File: config.mk
export PLATFORM = sky130hd
export DESIGN_NAME = bci_core
export DESIGN_NICKNAME = d
export VERILOG_FILES = /design/src/design/bci_mover.v /design/src/design/bci_core.v
export VERILOG_INCLUDE_DIRS = /design/src /design/src/design
export SDC_FILE = /design/constraint.sdc
export NUM_CORES = 1
export LEC_CHECK = 0
export BUFFER_PORTS_ARGS = -buffer_cell sky130_fd_sc_hd__clkbuf_2
export CORE_MARGIN = 2
export CORE_UTILIZATION = 25
export CTS_CLUSTER_SIZE = 25
export DETAILED_ROUTE_END_ITERATION = 8
export GPL_ROUTABILITY_DRIVEN = 1
export SETUP_SLACK_MARGIN = 0.02
export SLEW_MARGIN = 20
export SYNTH_ARGS = -nofsm -noshare
export SYNTH_HDL_FRONTEND = slang
export SYNTH_SLANG_ARGS = --single-unit
File: constraint.sdc
create_clock -name clk_i -period 5.2 [get_ports clk_i]
set_input_delay 1.04 -clock clk_i [delete_from_list [all_inputs] [get_ports clk_i]]
set_output_delay 1.04 -clock clk_i [all_outputs]
set_load 0.05 [all_outputs]
File: src/design/bci_defines.vh
`ifndef BCI_DEFINES_VH
`define BCI_DEFINES_VH

// Register offsets on the plain software port
`define BCI_REG_CTRL 8'h00
`define BCI_REG_STATE 8'h04
`define BCI_REG_LINK 8'h08
`define BCI_REG_CURRENT 8'h0C
`define BCI_REG_EXTMASK 8'h10
`define BCI_REG_VECBASE 8'h14
`define BCI_REG_IRQ_STAT 8'h18
`define BCI_REG_IRQ_MASK 8'h1C

// Interrupt status bits
`define BCI_IRQ_DONE 0
`define BCI_IRQ_HOST 1
`define BCI_IRQ_RSVD 2

// Command block layout in system memory
`define BCI_BLK_BYTES 5'd16
`define BCI_OFF_OPCODE 4'h0
`define BCI_OFF_STATUS 24'h000001
`define BCI_OFF_START 4'h2
`define BCI_OFF_END 4'h5
`define BCI_OFF_DEST 4'h8
`define BCI_OFF_LINK 4'hB
`define BCI_OPC_CHAIN 7
`define BCI_OPC_INT 6
`define BCI_STATUS_DONE 8'hFF

// Reset and initial values
`define BCI_LINK_INIT 24'h000050
`define BCI_EXTMASK_INIT 8'hFF
`define BCI_VEC_BASE 8'h80
`define BCI_VEC_STEP 8'h04
`define BCI_ROM_LOW 16'h0000
`define BCI_ROM_HIGH 16'h4000
`define BCI_BOOT_FETCHES 2'd3

// Dispatch table: 32 command slots, then 8 interrupt vector slots
`define BCI_TBL_ENTRIES 6'd40
`define BCI_ATTENTION_REQUEST_SLOT 5'h0F
`define BCI_CMD_FIRST 5'h01
`define BCI_CMD_COUNT 5'd10
`define BCI_OPC_RESET 5'h01
`define BCI_OPC_SETMASK 5'h02
`define BCI_OPC_BLOCK_MOVE_CMD 5'h09
`define BCI_OPC_PAGEMOV 5'h0A

// Routine codes held in the dispatch table
`define BCI_RT_DUMMY 3'd0
`define BCI_RT_RESET 3'd1
`define BCI_RT_SETMASK 3'd2
`define BCI_RT_BLOCK_MOVE_CMD 3'd3
`define BCI_RT_PAGEMOV 3'd4
`define BCI_RT_BUILTIN 3'd5

`endif

File: src/design/bci_mover.v
`timescale 1ns/1ps
module bci_mover #(
    parameter AW = 24
) (
    input wire clk_i,
    input wire arst_n_i,
    input wire start_i,
    input wire page_i,
    input wire [AW-1:0] src_i,
    input wire [AW-1:0] end_i,
    input wire [AW-1:0] dst_i,
    output wire busy_o,
    output wire done_o,
    output wire bus_req_o,
    output wire bus_we_o,
    output wire [AW-1:0] bus_addr_o,
    output wire [7:0] bus_wdata_o,
    input wire [7:0] bus_rdata_i,
    input wire bus_ack_i
);
    localparam M_IDLE = 2'd0;
    localparam M_RD = 2'd1;
    localparam M_WR = 2'd2;
    localparam M_GAP = 2'd3;

    reg [1:0] st_q;
    reg page_q;
    reg done_q;
    reg [AW-1:0] src_q;
    reg [AW-1:0] last_q;
    reg [AW-1:0] dst_q;
    reg [7:0] data_q;

    ////////////////////////////////////////////////////////////////////////
    always @(posedge clk_i or negedge arst_n_i)
    begin
        if (!arst_n_i)
        begin
            st_q <= M_IDLE;
            page_q <= 1'b0;
            done_q <= 1'b0;
            src_q <= {AW{1'b0}};
            last_q <= {AW{1'b0}};
            dst_q <= {AW{1'b0}};
            data_q <= 8'h00;
        end
        else
        begin
            done_q <= 1'b0;
            case (st_q)
                M_IDLE:
                    if (start_i)
                    begin
                        page_q <= page_i;
                        if (page_i)
                        begin
                            // Low address byte forced to zero, whole pages copied
                            src_q <= {src_i[AW-1:8], 8'h00};
                            dst_q <= {dst_i[AW-1:8], 8'h00};
                            last_q <= {end_i[AW-1:8], 8'hFF};
                            st_q <= M_RD;
                        end
                        else
                        begin
                            src_q <= src_i;
                            dst_q <= dst_i;
                            last_q <= end_i;
                            st_q <= (end_i < src_i) ? M_IDLE : M_RD;
                            done_q <= (end_i < src_i);
                        end
                    end
                M_RD:
                    if (bus_ack_i)
                    begin
                        data_q <= bus_rdata_i;
                        st_q <= M_WR;
                    end
                M_WR:
                    if (bus_ack_i)
                    begin
                        if (src_q == last_q)
                        begin
                            st_q <= M_IDLE;
                            done_q <= 1'b1;
                        end
                        else
                        begin
                            src_q <= src_q + 1'b1;
                            dst_q <= dst_q + 1'b1;
                            // Page moves skip the per-byte idle cycle
                            st_q <= page_q ? M_RD : M_GAP;
                        end
                    end
                default:
                    st_q <= M_RD;
            endcase
        end
    end

    assign busy_o = (st_q != M_IDLE);
    assign done_o = done_q;
    assign bus_req_o = (st_q == M_RD) || (st_q == M_WR);
    assign bus_we_o = (st_q == M_WR);
    assign bus_addr_o = (st_q == M_WR) ? dst_q : src_q;
    assign bus_wdata_o = data_q;
endmodule

File: src/design/bci_core.v
`timescale 1ns/1ps
`include "bci_defines.vh"

module bci_core #(
    parameter AW = 24
) (
    input wire clk_i,
    input wire arst_n_i,
    input wire [7:0] reg_addr_i,
    input wire [31:0] reg_wdata_i,
    input wire reg_we_i,
    input wire reg_re_i,
    output reg [31:0] reg_rdata_o,
    input wire attention_request_i,
    output wire host_irq_output_o,
    output wire [7:0] ext_irq_mask_o,
    output wire [15:0] boot_rom_base_o,
    output wire sys_req_o,
    output wire sys_we_o,
    output wire [AW-1:0] sys_addr_o,
    output wire [7:0] sys_wdata_o,
    input wire [7:0] sys_rdata_i,
    input wire sys_ack_i,
    output wire irq_o
);
    localparam S_BOOT = 4'd0;
    localparam S_CLR = 4'd1;
    localparam S_INST = 4'd2;
    localparam S_IDLE = 4'd3;
    localparam S_ATTENTION_REQUEST = 4'd4;
    localparam S_FETCH = 4'd5;
    localparam S_DISP = 4'd6;
    localparam S_MOVE = 4'd7;
    localparam S_CHECK = 4'd8;
    localparam S_STAT = 4'd9;

    reg [3:0] st_q;
    reg [1:0] boot_cnt_q;
    reg [5:0] idx_q;
    reg [2:0] table_q [0:39];
    reg [7:0] command_buffer_q [0:15];
    reg [AW-1:0] link_q;
    reg [AW-1:0] cur_q;
    reg [7:0] ext_mask_q;
    reg attention_request_armed_q;
    reg host_irq_q;
    reg [2:0] irq_stat_q;
    reg [2:0] irq_mask_q;
    reg soft_init_q;
    reg [2:0] attention_request_sync_q;
    reg mv_start_q;
    reg mv_page_q;
    wire attention_request_edge;
    wire [7:0] opcode;
    wire [4:0] slot;
    wire [2:0] routine;
    wire mv_busy;
    wire mv_done;
    wire mv_req;
    wire mv_we;
    wire [AW-1:0] mv_addr;
    wire [7:0] mv_wdata;
    reg [2:0] irq_set;
    integer i;

    // Gathers a three-byte little-endian address from the command buffer
    function [AW-1:0] buf_addr;
        input [3:0] base;
        begin
            buf_addr = {command_buffer_q[base + 4'd2], command_buffer_q[base + 4'd1],
                command_buffer_q[base]};
        end
    endfunction

    // Maps a command slot number to its installed routine
    function [2:0] builtin_routine;
        input [4:0] opc;
        begin
            case (opc)
                `BCI_OPC_RESET: builtin_routine = `BCI_RT_RESET;
                `BCI_OPC_SETMASK: builtin_routine = `BCI_RT_SETMASK;
                `BCI_OPC_BLOCK_MOVE_CMD: builtin_routine = `BCI_RT_BLOCK_MOVE_CMD;
                `BCI_OPC_PAGEMOV: builtin_routine = `BCI_RT_PAGEMOV;
                default: builtin_routine = `BCI_RT_BUILTIN;
            endcase
        end
    endfunction

    ////////////////////////////////////////////////////////////////////////
    // Attention pin synchroniser and rising edge
    always @(posedge clk_i or negedge arst_n_i)
    begin
        if (!arst_n_i)
        begin
            attention_request_sync_q <= 3'b000;
        end
        else
        begin
            attention_request_sync_q <= {attention_request_sync_q[1:0], attention_request_i};
        end
    end

    assign attention_request_edge = attention_request_sync_q[1] & ~attention_request_sync_q[2];

    assign opcode = command_buffer_q[`BCI_OFF_OPCODE];
    assign slot = opcode[4:0];
    // Slot of the attention jump is turned into a no-op
    assign routine = (slot == `BCI_ATTENTION_REQUEST_SLOT) ? `BCI_RT_DUMMY : table_q[slot];

    ////////////////////////////////////////////////////////////////////////
    // Interpreter sequence
    always @(posedge clk_i or negedge arst_n_i)
    begin
        if (!arst_n_i)
        begin
            st_q <= S_BOOT;
            boot_cnt_q <= 2'd0;
            idx_q <= 6'd0;
            link_q <= `BCI_LINK_INIT;
            cur_q <= {AW{1'b0}};
            ext_mask_q <= `BCI_EXTMASK_INIT;
            attention_request_armed_q <= 1'b0;
            host_irq_q <= 1'b0;
            mv_start_q <= 1'b0;
            mv_page_q <= 1'b0;
            for (i = 0; i < 40; i = i + 1)
                table_q[i] <= `BCI_RT_DUMMY;
            for (i = 0; i < 16; i = i + 1)
                command_buffer_q[i] <= 8'h00;
        end
        else
        begin
            mv_start_q <= 1'b0;
            case (st_q)
                S_BOOT:
                begin
                    boot_cnt_q <= boot_cnt_q + 1'b1;
                    if (boot_cnt_q == `BCI_BOOT_FETCHES - 2'd1)
                    begin
                        st_q <= S_CLR;
                    end
                    idx_q <= 6'd0;
                end
                S_CLR:
                begin
                    ext_mask_q <= `BCI_EXTMASK_INIT;
                    attention_request_armed_q <= 1'b0;
                    table_q[idx_q] <= `BCI_RT_DUMMY;
                    idx_q <= idx_q + 1'b1;
                    if (idx_q == `BCI_TBL_ENTRIES - 6'd1)
                    begin
                        idx_q <= {1'b0, `BCI_CMD_FIRST};
                        st_q <= S_INST;
                    end
                end
                S_INST:
                begin
                    table_q[idx_q] <= builtin_routine(idx_q[4:0]);
                    idx_q <= idx_q + 1'b1;
                    if (idx_q[4:0] == `BCI_CMD_FIRST + `BCI_CMD_COUNT - 5'd1)
                    begin
                        link_q <= `BCI_LINK_INIT;
                        attention_request_armed_q <= 1'b1;
                        st_q <= S_IDLE;
                    end
                end
                S_IDLE:
                    if (attention_request_armed_q && attention_request_edge)
                    begin
                        st_q <= S_ATTENTION_REQUEST;
                    end
                S_ATTENTION_REQUEST:
                begin
                    host_irq_q <= 1'b0;
                    attention_request_armed_q <= 1'b0;
                    cur_q <= link_q;
                    idx_q <= 6'd0;
                    st_q <= S_FETCH;
                end
                S_FETCH:
                    if (sys_ack_i)
                    begin
                        command_buffer_q[idx_q[3:0]] <= sys_rdata_i;
                        idx_q <= idx_q + 1'b1;
                        if (idx_q == {1'b0, `BCI_BLK_BYTES} - 6'd1)
                        begin
                            st_q <= S_DISP;
                        end
                    end
                S_DISP:
                begin
                    link_q <= buf_addr(`BCI_OFF_LINK);
                    st_q <= S_CHECK;
                    case (routine)
                        `BCI_RT_RESET:
                        begin
                            idx_q <= 6'd0;
                            st_q <= S_CLR;
                        end
                        `BCI_RT_SETMASK:
                            ext_mask_q <= command_buffer_q[`BCI_OFF_START];
                        `BCI_RT_BLOCK_MOVE_CMD:
                        begin
                            mv_start_q <= 1'b1;
                            mv_page_q <= 1'b0;
                            st_q <= S_MOVE;
                        end
                        `BCI_RT_PAGEMOV:
                        begin
                            mv_start_q <= 1'b1;
                            mv_page_q <= 1'b1;
                            st_q <= S_MOVE;
                        end
                        default:
                            st_q <= S_CHECK;
                    endcase
                end
                S_MOVE:
                    if (mv_done)
                    begin
                        st_q <= S_CHECK;
                    end
                S_CHECK:
                    st_q <= opcode[`BCI_OPC_CHAIN] ? S_ATTENTION_REQUEST : S_STAT;
                S_STAT:
                    if (sys_ack_i)
                    begin
                        host_irq_q <= opcode[`BCI_OPC_INT];
                        attention_request_armed_q <= 1'b1;
                        st_q <= S_IDLE;
                    end
                default:
                    st_q <= S_IDLE;
            endcase
            // Software re-initialisation starts the table clear again
            if (soft_init_q)
            begin
                idx_q <= 6'd0;
                host_irq_q <= 1'b0;
                st_q <= S_CLR;
            end
        end
    end

    ////////////////////////////////////////////////////////////////////////
    // Copy engine
    bci_mover #(
        .AW(AW)
    ) u_mover (
        .clk_i(clk_i),
        .arst_n_i(arst_n_i),
        .start_i(mv_start_q),
        .page_i(mv_page_q),
        .src_i(buf_addr(`BCI_OFF_START)),
        .end_i(buf_addr(`BCI_OFF_END)),
        .dst_i(buf_addr(`BCI_OFF_DEST)),
        .busy_o(mv_busy),
        .done_o(mv_done),
        .bus_req_o(mv_req),
        .bus_we_o(mv_we),
        .bus_addr_o(mv_addr),
        .bus_wdata_o(mv_wdata),
        .bus_rdata_i(sys_rdata_i),
        .bus_ack_i(sys_ack_i)
    );

    // Bus shared between fetch, status write and the copy engine
    assign sys_req_o = (st_q == S_FETCH) || (st_q == S_STAT) || ((st_q == S_MOVE) && mv_req);
    assign sys_we_o = (st_q == S_STAT) || ((st_q == S_MOVE) && mv_we);
    assign sys_addr_o = (st_q == S_MOVE) ? mv_addr :
        (st_q == S_STAT) ? cur_q + `BCI_OFF_STATUS : cur_q + {{(AW-6){1'b0}}, idx_q};
    assign sys_wdata_o = (st_q == S_MOVE) ? mv_wdata : `BCI_STATUS_DONE;

    assign host_irq_output_o = host_irq_q;
    assign ext_irq_mask_o = ext_mask_q;
    assign boot_rom_base_o = (st_q == S_BOOT) ? `BCI_ROM_LOW : `BCI_ROM_HIGH;

    ////////////////////////////////////////////////////////////////////////
    // Interrupt status and software port
    always @*
    begin
        irq_set = 3'b000;
        irq_set[`BCI_IRQ_DONE] = (st_q == S_STAT) && sys_ack_i;
        irq_set[`BCI_IRQ_HOST] = (st_q == S_STAT) && sys_ack_i && opcode[`BCI_OPC_INT];
        irq_set[`BCI_IRQ_RSVD] = (st_q == S_DISP) && (slot == `BCI_ATTENTION_REQUEST_SLOT);
    end

    always @(posedge clk_i or negedge arst_n_i)
    begin
        if (!arst_n_i)
        begin
            irq_stat_q <= 3'b000;
            irq_mask_q <= 3'b000;
            soft_init_q <= 1'b0;
            reg_rdata_o <= 32'h00000000;
        end
        else
        begin
            soft_init_q <= reg_we_i && (reg_addr_i == `BCI_REG_CTRL) && reg_wdata_i[0];
            // New events win over a same-cycle clear
            if (reg_we_i && (reg_addr_i == `BCI_REG_IRQ_STAT))
                irq_stat_q <= (irq_stat_q & ~reg_wdata_i[2:0]) | irq_set;
            else
                irq_stat_q <= irq_stat_q | irq_set;
            if (reg_we_i && (reg_addr_i == `BCI_REG_IRQ_MASK))
                irq_mask_q <= reg_wdata_i[2:0];
            reg_rdata_o <= 32'h00000000;
            if (reg_re_i)
            begin
                case (reg_addr_i)
                    `BCI_REG_STATE:
                        reg_rdata_o <= {20'h00000, mv_busy, host_irq_q, attention_request_armed_q,
                            opcode[4:0], st_q};
                    `BCI_REG_LINK: reg_rdata_o <= {{(32-AW){1'b0}}, link_q};
                    `BCI_REG_CURRENT: reg_rdata_o <= {{(32-AW){1'b0}}, cur_q};
                    `BCI_REG_EXTMASK: reg_rdata_o <= {24'h000000, ext_mask_q};
                    `BCI_REG_VECBASE: reg_rdata_o <= {16'h0000, `BCI_VEC_STEP, `BCI_VEC_BASE};
                    `BCI_REG_IRQ_STAT: reg_rdata_o <= {29'h00000000, irq_stat_q};
                    `BCI_REG_IRQ_MASK: reg_rdata_o <= {29'h00000000, irq_mask_q};
                    default: reg_rdata_o <= 32'h00000000;
                endcase
            end
        end
    end

    assign irq_o = |(irq_stat_q & irq_mask_q);
endmodule

## Word level (Yosys, flattened, before mapping)

Cells that the tools add are included.
Widths: inputs -> output; s select.

- Flip-flop bits (word level): 446
- Input port bits: 54
- Output and inout bits: 92
- Word-level logic and storage cells: 268

- $add $sub $neg: 6
- $lt $le $gt $ge: 6
- Eq/ne operators: 47
- Muxes and demuxes: 75
- Bitwise gates (word level): 12
- Reductions and logical operators: 44

Operator list:

| kind | count |
|---|---|
| $mux 24 | 11 |
| $pmux 120 s2 | 1 |
| $pmux 24 s7 | 1 |
| $pmux 24 s2 | 3 |
| $bwmux 128 | 1 |
| $and 120x120->120 | 1 |
| $bwmux 120 | 1 |
| $not 120->120 | 1 |
| $add 24x1->24 const B | 3 |
| $mux 8 | 6 |
| $mux 4 | 10 |
| $pmux 4 s10 | 1 |
| $demux 8 s4 | 1 |
| $eq 8x5->1 const B | 4 |
| $pmux 6 s5 | 1 |
| $add 24x6->24 | 1 |
| $eq 24x24->1 | 1 |
| $lt 24x24->1 | 1 |
| $mux 6 | 4 |
| $ne 3x3->1 const B | 7 |
| $bmux 3 s6 | 1 |
| $demux 3 s6 | 1 |
| $mux 3 | 6 |
| $eq 4x3->1 const B | 4 |
| 56 further kinds | 118 |

## Longest topological paths before layout

Gate-level depths: netlist (run 1).

- Depth in word-level cells: 10
- Gate-level depth with buffers: 14

## Cells and area by module

Synthesis (run 1) repeated with hierarchy kept, for this count alone.

- Cells, all modules: 1,896
- Area, all modules: 20,108.0 µm²

Modules (own cells, without submodules):

| module | times used | cells each | area each (µm²) |
|---|---|---|---|
| bci_core | 1 | 1,254 | 14,268.7 |
| bci_mover | 1 | 642 | 5,839.4 |

## Worst setup path after synthesis (run 1)

OpenSTA, ideal clock, no wires.

- Path kind: register to output
- Start: register st_q[0]
- End: output sys_addr_o[8]
- Data arrival time: 3,554 ps
- Data required time: 4,160 ps
- Setup slack: 606 ps
- Stages on the path, launching flop included: 15
- Cell sequence: dfrtp_1 -> nor2b_1 -> nand2_1 -> nand2_1 -> ha_1 -> inv_1 -> fa_1 -> nor2b_1 -> o21ai_0 -> a21boi_0 -> o21ai_0 -> and2_1 -> clkbuf_1 -> or3_1 -> a31oi_1

- Longest elaborated chain between the ends: 3
- Elaborated cells between the ends (all ways): 4
- Those cells by class: eq/ne (2); mux (2)

RTL lines:

| what | RTL line | RTL |
|---|---|---|
| start, declared | bci_core.v:37 | `reg [3:0] st_q;` |
| start signal, assigned | bci_core.v:224 | `` st_q <= opcode[`BCI_OPC_CHAIN] ? S_ATTENTION_REQUEST : S_STAT; `` |
| $eq 4x4->1 | bci_core.v:271 | `` (st_q == S_STAT) ? cur_q + `BCI_OFF_STATUS : cur_q + {{(AW-6){1'b0}}, idx_q}; `` |
| $mux 24 | bci_core.v:271 |  |
| $mux 24 * | bci_core.v:270 | `assign sys_addr_o = (st_q == S_MOVE) ? mv_addr :` |
| end, declared | bci_core.v:20 | `output wire [AW-1:0] sys_addr_o,` |

Every way passes the cells marked *; elsewhere a longest branch is shown, timed or not.

## Worst setup path in the final report (run 1)

- Start: register st_q[1]
- End: output sys_addr_o[10]

The elaborated chain is that of the path after synthesis.

==> results.json, run 1 <==
{
  "synthArstFlopShare_pct": 100.0,
  "clk_path_buf_depth": 3,
  "crit_chain": "nor2b_2 -> nand2_2 -> nand2_1 -> ha_1 -> inv_1 -> fa_1 -> nor2b_1 -> o21ai_0 -> a21boi_0 -> o21ai_0 -> buf_4 -> and2_1 -> or3_1 -> a31oi_1 -> buf_12",
  "crit_arrival_ns": 3.87,
  "std_cell_rows": 103,
  "pin_count": 146,
  "first_global_vias": 14570,
  "worstPathMaxFanout": 8,
  "avgRoutedWirePerCell_um": 19.19,
  "fmax_ghz": 0.2037,
  "netlist-cell-type-count": 71,
  "crit_slowest_cell": "fa_1",
  "cts_tree": "yes",
  "yosys.area_share.simple_pct": 12.06,
  "root_buffer": "clkbuf_16",
  "antenna_found_initial": 0,
  "synth_compound_area_share_pct": 16.58,
  "tns_ns": 0,
  "fin_ws_ns": 0.2917,
  "num-nets-final": 2047,
  "yosysMostFrequentCell": "dfrtp_1",
  "setup_viol": 0,
  "start_util_pct": 25.24,
  "ir_worst_vdd_uv": 237.1,
  "synth_top_family_by_area": "compound AO/OA/AOI/OAI gates",
  "finClkSkew_ns": 0.02640,
  "cts.clk_slew.worst_paths_ns": 0.06,
  "via_per_inst": 5.036,
  "fp.dieW_um": 286.4,
  "cpPeakStageDelay_ns": 0.40,
  "finalMaxSlewViolations": 0,
  "postCtsSetupBuffers": 0,
  "yosys.area.top_type": "dfrtp_1",
  "dieHeight_um": 286.4,
  "cts_buffers": 41,
  "dp_cells": 2959,
  "clk_latency_ns": 0.56,
  "crit_path_frequent_cell": "o21ai_0",
  "synth_xor_area_share_pct": 1.493,
  "grt_max_degree": 108,
  "maxCapViolCount": 0,
  "place_congestion": 0.8958,
  "worstSetupEndpointType": "primary output",
  "synth_area_leaders": "dfrtp_1 48%, mux2_2 8.9%, nand2_1 3.6%",
  "muxShareOfSynthArea_pct": 14.01,
  "synth_edf_count": 0,
  "fin_area_um2": 22980,
  "cts_htree_levels": 2,
  "port-buffer-count": 93,
  "postSynthCellCount": 1892,
  "synth_commonest_cells": "379 x dfrtp_1, 189 x nand2_1, 158 x mux2_2, 136 x o21ai_0, 106 x a21oi_1",
  "yosysWarnings": 0,
  "total_power_mw": 10.80,
  "drt_wl_total_um": 58170,
  "rsz0062_at_grt": "no",
  "hold_path.class": "reg2reg",
  "cts_hold_buf": 0,
  "tightest_slew_ns": 1.118,
  "slew_headroom_pct": 25.31,
  "fin_hold_ws_ns": 0.3503,
  "hpwlAfterDp_um": 40730,
  "worstSetupStartpointType": "flop",
  "avgSynthCellArea_um2": 10.54,
  "antenna_left": 0,
  "p_leak_nw": 10.32,
  "grt_overflow": 0,
  "crit_required_ns": 4.16,
  "syn_area_um2": 19940,
  "firstDrtPassIters": 6,
  "fin_crit_ns": 4.908,
  "post-route-util_pct": 29.09,
  "synth_fa_ha_area_share_pct": 2.711,
  "grt_pass1_wl_um": 89870,
  "run_status": "finished, final reports clean",
  "layout-drive-gt1-share_pct": 20.14,
  "hold_viol": 0,
  "min_period_over_period_pct": 94.39,
  "diodes": 0,
  "powerDensity_nw_per_um2": 469.9,
  "drc": 0,
  "dp_slack_ns": 0.5670,
  "coreArea_um2": 79000,
  "clkSinkCount": 389,
  "crit_type": "reg2out",
  "track_usage_pct": 13.89,
  "drtIter0Drc": 1465,
  "num_vias": 15260,
  "die_area_um2": 82040,
  "yosysSeqAreaShare_pct": 48.88,
  "netlist.area_leader.share_pct": 47.56,
  "ys_ff_latch": 389,
  "synth_flop_cell": "dfrtp_1",
  "area_growth_pct": 15.24,
  "placed_area_um2": 21630,
  "final_cell_count_no_fill": 3031
}
[flip-flops by register name, indices dropped and copies added (netlist names), 4 cells and up]
name	cells
command_buffer_q	96
table_q	96
cur_q	24
link_q	24
reg_rdata_o	24
u_mover.dst_q	24
u_mover.last_q	24
u_mover.src_q	24
ext_irq_mask_o	8
u_mover.bus_wdata_o	8
opcode	7
idx_q	6
st_q	4
[cell usage in the layout (no fill, tap or decap), types with 24 or more instances in the layout]
cell type  synthesis  final
ha_1              40     39
nand3_1           38     38
mux2i_1           24     24
clkbuf_16          0     42
buf_4             23     27
o21ai_0          136    136
nor2_1           105    104
a21oi_1          106    104
inv_1             70     70
clkbuf_2           1     83
mux2_2           158    158
xor2_1            25     25
nand2_1          189    188
dfrtp_1          379    378
a22o_1            69     69
nor2b_1           26     25
a31oi_1           27     27
[path summary, 6_finish.rpt]
path | start | end | slack (ns) | cells after the start
max | st_q[1] | sys_addr_o[10] | 0.29 | 15
min | attention_request_sync_q[0] | attention_request_sync_q[1] | 0.35 | 0
max reg2reg | opcode[0] | ext_irq_mask_o[2] | 1.52 | 7
min reg2reg | attention_request_sync_q[0] | attention_request_sync_q[1] | 0.35 | 0
max in group asynchronous | arst_n_i | u_mover.src_q[20] | 3.50 | 2
min in group asynchronous | arst_n_i | table_q[53] | 0.50 | 1
[final cells by class]
type | instances | area (um^2)
Clock inverter | 9 | 126.4
Sequential cell | 389 | 9748
Fill cell | 8184 | 56020
Tap cell | 1050 | 1314
Inverter | 70 | 262.8
Clock buffer | 63 | 1200
Multi-Input combinational cell | 1328 | 9490
Timing Repair Buffer | 122 | 838.3
[worst max-delay path: cells and delay by family, from the launching register on]
family	cells	cell delay (ns)
simple gates	6	1.20
compound gates	4	0.74
fa+ha+maj	2	0.56
buf+inv	3	0.41
flops	1	0.39
[what timing repair did]
item                                    in CTS  in global routing
endpoints found under the setup margin       1                  5
resized for setup                            1                  6
cloned                                       0                  0
[power breakdown]
part | internal (mW) | switching, mW | total, mW
clock network | 1.69 | 1.25 | 2.94
registers | 3.55 | 0.624 | 4.18
logic | 1.34 | 2.34 | 3.68
[cell families after synthesis]
group,count (synthesis)
fa+ha+maj,43
xor+xnor,34
simple gates,505
mux,217
other cells,1
compound gates,506
buf+inv,197
flops,389
[layer usage]
metal	up-vias	track usage, %	share of wire [%]
li1	6965	-	-
met1	7758	19.87	46
met5	-	0	0
met2	460	21.85	46
met4	0	3.364	2.2
met3	81	2.250	5.5
Power figures use the tool's default switching activity.
==> run 2: changes to the inputs <==
--- a/config.mk
+++ b/config.mk
@@ -7,6 +7,7 @@
 export NUM_CORES = 1
 export LEC_CHECK = 0
 export BUFFER_PORTS_ARGS = -buffer_cell sky130_fd_sc_hd__clkbuf_2
+export CORE_ASPECT_RATIO = 1.75
 export CORE_MARGIN = 2
 export CORE_UTILIZATION = 25
 export CTS_CLUSTER_SIZE = 25
==> run 2 against run 1 <==
Compared with the run above: fmax shrank 0.31%; final area grew 0.44%; clock skew shrank 0.0046 ns; critical endpoint is now sys_addr_o[16]; critical path depth shrank 1.
==> results.json, run 2 (synthesized netlist as in run 1, its figures left out) <==
{
  "total_power_mw": 10.99,
  "fmax_ghz": 0.2031,
  "p_leak_nw": 10.36,
  "maxCapViolCount": 0,
  "num_vias": 15280,
  "track_usage_pct": 15.51,
  "run_status": "finished, final reports clean",
  "cts_hold_buf": 0,
  "fin_area_um2": 23080,
  "finalMaxSlewViolations": 0,
  "std_cell_rows": 137,
  "place_congestion": 0.9028,
  "crit_required_ns": 4.16,
  "rsz0062_at_grt": "no",
  "min_period_over_period_pct": 94.68,
  "pin_count": 146,
  "ff_latch_area_um2": 9747,
  "setup_viol": 0,
  "worstPathMaxFanout": 9,
  "fin_ws_ns": 0.2765,
  "fp.dieW_um": 217.5,
  "die_area_um2": 82130,
  "slew_headroom_pct": 22.06,
  "crit_arrival_ns": 3.88,
  "drtIter0Drc": 933,
  "combPwrFrac_pct": 34.9,
  "multi_input_area_um2": 9532,
  "drc": 0,
  "first_global_vias": 15510,
  "p_sw_mw": 4.330,
  "placed_area_um2": 21700,
  "layout_common_cells": "379 x dfrtp_1, 188 x nand2_1, 158 x mux2_2",
  "reg_top3": "command_buffer_q: 96 flops, table_q: 96 flops",
  "worstSetupStartpointType": "flop",
  "num-nets-final": 2043,
  "coreArea_um2": 79360,
  "ir_worst_vdd_uv": 271.2,
  "seqPwrFrac_pct": 38.0,
  "layout_commonest_cell": "dfrtp_1",
  "root_buffer": "clkbuf_16",
  "hpwlAfterDp_um": 46660,
  "drt_wl_total_um": 63890,
  "cts_buffers": 37,
  "firstDrtPassIters": 5,
  "tns_ns": 0,
  "p_clk_share_pct": 27.1,
  "worstSetupEndpointType": "primary output",
  "dp_cells": 2951,
  "avgRoutedWirePerCell_um": 21.16,
  "grt_overflow": 0,
  "cts_tree": "yes",
  "grt_max_degree": 108,
  "start_util_pct": 25.12,
  "post-route-util_pct": 29.08,
  "port-buffer-count": 93,
  "tightest_slew_ns": 1.167,
  "hold_path.class": "reg2reg",
  "fill_cells": 8216,
  "clk_latency_ns": 0.56,
  "antenna_found_initial": 1,
  "antenna_left": 0,
  "hold_viol": 0,
  "layout-drive-gt1-share_pct": 20.55,
  "grt_pass1_wl_um": 97030,
  "dp_slack_ns": 0.5389,
  "via_per_inst": 5.062,
  "fin_crit_ns": 4.923,
  "dieHeight_um": 377.6,
  "finClkSkew_ns": 0.02181,
  "postCtsSetupBuffers": 0,
  "sw_frac_of_total_pct": 39.42,
  "crit_type": "reg2out",
  "clkSinkCount": 389,
  "final_cell_count_no_fill": 3019,
  "cts.clk_slew.worst_paths_ns": 0.07,
  "ctsResizeCount": 5,
  "intPower_mw": 6.655,
  "clk_path_buf_depth": 3,
  "powerDensity_nw_per_um2": 476.0,
  "fin_hold_ws_ns": 0.3596,
  "cts_htree_levels": 2,
  "area_growth_pct": 15.74
}
-- run 2: final cells by class --
class	count	share of cell area (%)
Antenna cell	1	0.01084
Clock buffer	52	4.738
Clock inverter	15	0.9758
Inverter	70	1.138
Multi-Input combinational cell	1328	41.30
Sequential cell	389	42.23
Tap cell	1042	5.649
Timing Repair Buffer	122	3.958
-- run 2: final timing paths --
kind / from / to / slack (ns) / depth (start not counted)
min in group asynchronous: arst_n_i / reg_rdata_o[20] / 0.54 / 1
min: attention_request_sync_q[0] / attention_request_sync_q[1] / 0.36 / 0
max reg2reg: idx_q[3] / st_q[3] / 1.38 / 7
max in group asynchronous: arst_n_i / table_q[83] / 3.46 / 2
max: idx_q[0] / sys_addr_o[16] / 0.28 / 14
min reg2reg: attention_request_sync_q[0] / attention_request_sync_q[1] / 0.36 / 0
-- run 2: power groups by stage --
stage | Clock (mW) | Sequential, mW | Combinational, mW
4_1_cts | 3.04 | 4.16 | 3.83
6_report | 2.97 | 4.18 | 3.83
5_1_grt | 3.14 | 4.25 | 4.17
3_3_place_gp | 0 | 4.20 | 3.76
2_1_floorplan | 0 | 3.96 | 2.72
3_5_place_dp | 0 | 4.21 | 3.81
-- run 2: critical path, stage by stage, from the launching register on --
cell and delay (ns):
dfrtp_1 0.50, inv_1 0.24, nand2_1 0.12, ha_1 0.16, inv_1 0.05, fa_1 0.40
nor2b_1 0.12, o21ai_0 0.11, a21boi_1 0.21, o21ai_0 0.10, buf_4 0.18, and2_1 0.26
or3_1 0.42, a31oi_4 0.26, buf_12 0.17
-- run 2: routing by layer --
| layer | vias up | wire length, um | global-route usage (%) |
|---|---|---|---|
| li1 | 6940 | - | - |
| met1 | 7777 | 24160 | 17.14 |
| met2 | 427 | 33820 | 28.76 |
| met3 | 135 | 2360 | 1.755 |
| met4 | 2 | 3535 | 8.258 |
| met5 | - | 12 | 0 |
==> run 3: changes to the inputs <==
--- a/config.mk
+++ b/config.mk
@@ -13,6 +13,7 @@
 export CTS_CLUSTER_SIZE = 25
 export DETAILED_ROUTE_END_ITERATION = 8
 export GPL_ROUTABILITY_DRIVEN = 1
+export MAX_ROUTING_LAYER = met4
 export SETUP_SLACK_MARGIN = 0.02
 export SLEW_MARGIN = 20
 export SYNTH_ARGS = -nofsm -noshare
==> run 3 against run 2 <==
Compared with the run above: fmax increased by 0.34%; via count decreased by 0.62%; sequential power about the same; sequential cell count unchanged; final area decreased by 0.66%; critical path depth increased by 1; highest routed layer is now met4; clock skew increased by 0.0026 ns; core utilization decreased by 0.19 points; die area unchanged.
==> results.json, run 3 (synthesized netlist as in run 1, its figures left out) <==
{
  "cts_tree": "yes",
  "fmax_ghz": 0.2038,
  "rsz0062_at_grt": "no",
  "antenna_found_initial": 1,
  "hold_depth": 0,
  "fin_area_um2": 22930,
  "cts.clk_slew.worst_paths_ns": 0.07,
  "clk_latency_ns": 0.56,
  "fin_hold_ws_ns": 0.3508,
  "fp.dieW_um": 217.5,
  "drc": 0,
  "layout_commonest_cell": "dfrtp_1",
  "use_met1_pct": 16.76,
  "root_buffer": "clkbuf_16",
  "first_global_vias": 15230,
  "crit_arrival_ns": 3.87,
  "coreArea_um2": 79360,
  "powerDensity_nw_per_um2": 467.6,
  "crit_type": "reg2out",
  "firstDrtPassIters": 5,
  "postCtsSetupBuffers": 0,
  "pin_count": 146,
  "dieHeight_um": 377.6,
  "reg_top3": "command_buffer_q: 96 flops, table_q: 96 flops",
  "slew_headroom_pct": 28.41,
  "die_area_um2": 82130,
  "tightest_slew_ns": 1.065,
  "run_status": "finished, final reports clean",
  "crit_slowest_cell": "or3_1",
  "place_congestion": 0.9252,
  "cts_htree_levels": 2,
  "fin_crit_ns": 4.907,
  "dp_slack_ns": 0.5574,
  "start_util_pct": 25.12,
  "met2_usage_pct": 28.00,
  "num-nets-final": 2045,
  "worstSetupStartpointType": "flop",
  "grt_max_degree": 105,
  "crit_required_ns": 4.16,
  "worstSetupEndpointType": "primary output",
  "via_per_inst": 5.028,
  "tns_ns": 0,
  "worst-r2r-cell-count": 8,
  "track_usage_pct": 15.78,
  "grt_overflow": 0,
  "min_period_over_period_pct": 94.36,
  "num_vias": 15190,
  "avgRoutedWirePerCell_um": 21.03,
  "globalRouteMet3Util_pct": 2.029,
  "hpwlAfterDp_um": 46500,
  "crit_path_frequent_cell": "o21ai_0",
  "crit_buf_inv": 3,
  "area_growth_pct": 14.98,
  "fin_ws_ns": 0.2932,
  "antenna_left": 0,
  "hold_path.class": "reg2reg",
  "layout_common_cells": "379 x dfrtp_1, 188 x nand2_1, 158 x mux2_2",
  "maxCapViolCount": 0,
  "clk_path_buf_depth": 3,
  "cpPeakStageDelay_ns": 0.40,
  "std_cell_rows": 137,
  "total_power_mw": 10.72,
  "placed_area_um2": 21720,
  "clkSinkCount": 389,
  "hold_viol": 0,
  "setup_viol": 0,
  "drt_wl_total_um": 63510,
  "grt_pass1_wl_um": 95520,
  "p_leak_nw": 10.27,
  "grt-busiest-layer": "met2",
  "finalMaxSlewViolations": 0,
  "port-buffer-count": 93,
  "layout-drive-gt1-share_pct": 19.94,
  "worstPathMaxFanout": 8,
  "crit_chain": "nor2b_2 -> nand2_2 -> nand2_1 -> ha_1 -> inv_1 -> fa_1 -> nor2b_1 -> o21ai_0 -> a21boi_1 -> o21ai_0 -> buf_4 -> and2_1 -> or3_1 -> a31oi_2 -> buf_12",
  "drtIter0Drc": 927,
  "crit_family": "simple AND/OR/NAND/NOR gates",
  "cts_buffers": 37,
  "finClkSkew_ns": 0.02444,
  "ir_worst_vdd_uv": 284.8,
  "crit_cells": 15
}
==> run 3: cell types whose count changed in the layout (fill, tap and decap cells not counted), moves of 2 or more <==
cell       change
buf_4          +2
bufinv_16      -3
clkbuf_1      +12
clkbuf_8       -6
clkinv_2       -5
==> run 3: worst reg2reg max path: cells and delay by family (launching register included) <==
kind            cells  cell delay (ns)
simple gates        3             0.55
buf+inv             1             0.37
flops               1             0.84
mux                 3             1.43
compound gates      1             0.48
==> run 3: repair_timing <==
item,in CTS,in global routing
setup endpoints to repair,2,9
hold endpoints to repair,0,0
resized for setup,2,8
hold buffers,0,0
==> run 3: final cells by class <==
type                       count  area, um^2
fill                        8261       56440
sequential                   389        9747
multi-input combinational   1328        9518
tap                         1042        1304
clock buffer                  58        1056
timing repair buffer         124       928.4
inverter                      70       262.8
clock inverter                 7       106.4
antenna                        2       5.005
==> run 3: routing by layer <==
layer | routed length, um | up-vias
met5 | 0 | -
met4 | 3991 | 0
met3 | 2700 | 162
met2 | 32860 | 436
met1 | 23960 | 7621
li1 | - | 6967
==> run 3: path summary, 6_finish.rpt <==
path	slack (ns)	start	to
setup / recovery	0.29	st_q[1]	sys_addr_o[8]
hold / removal	0.35	attention_request_sync_q[0]	attention_request_sync_q[1]
setup reg to reg	1.47	opcode[0]	ext_irq_mask_o[1]
hold reg to reg	0.35	attention_request_sync_q[0]	attention_request_sync_q[1]
max in group asynchronous	3.51	arst_n_i	st_q[3]
min in group asynchronous	0.54	arst_n_i	reg_rdata_o[21]
==> run 3: power by group <==
| part | total [mW] | internal [mW] | switching, mW |
|---|---|---|---|
| registers | 4.15 | 3.55 | 0.601 |
| logic | 3.85 | 1.37 | 2.48 |
| clock network | 2.72 | 1.50 | 1.21 |
==> run 3: metrics by stage <==
step | std cells | utilization, %
2_1_floorplan | 1914 | -
3_3_place_gp | 2953 | 27.36
3_5_place_dp | 2953 | 27.37
4_1_cts | 3018 | 28.84
5_1_grt | 3019 | 28.88
6_report | 3020 | 28.89
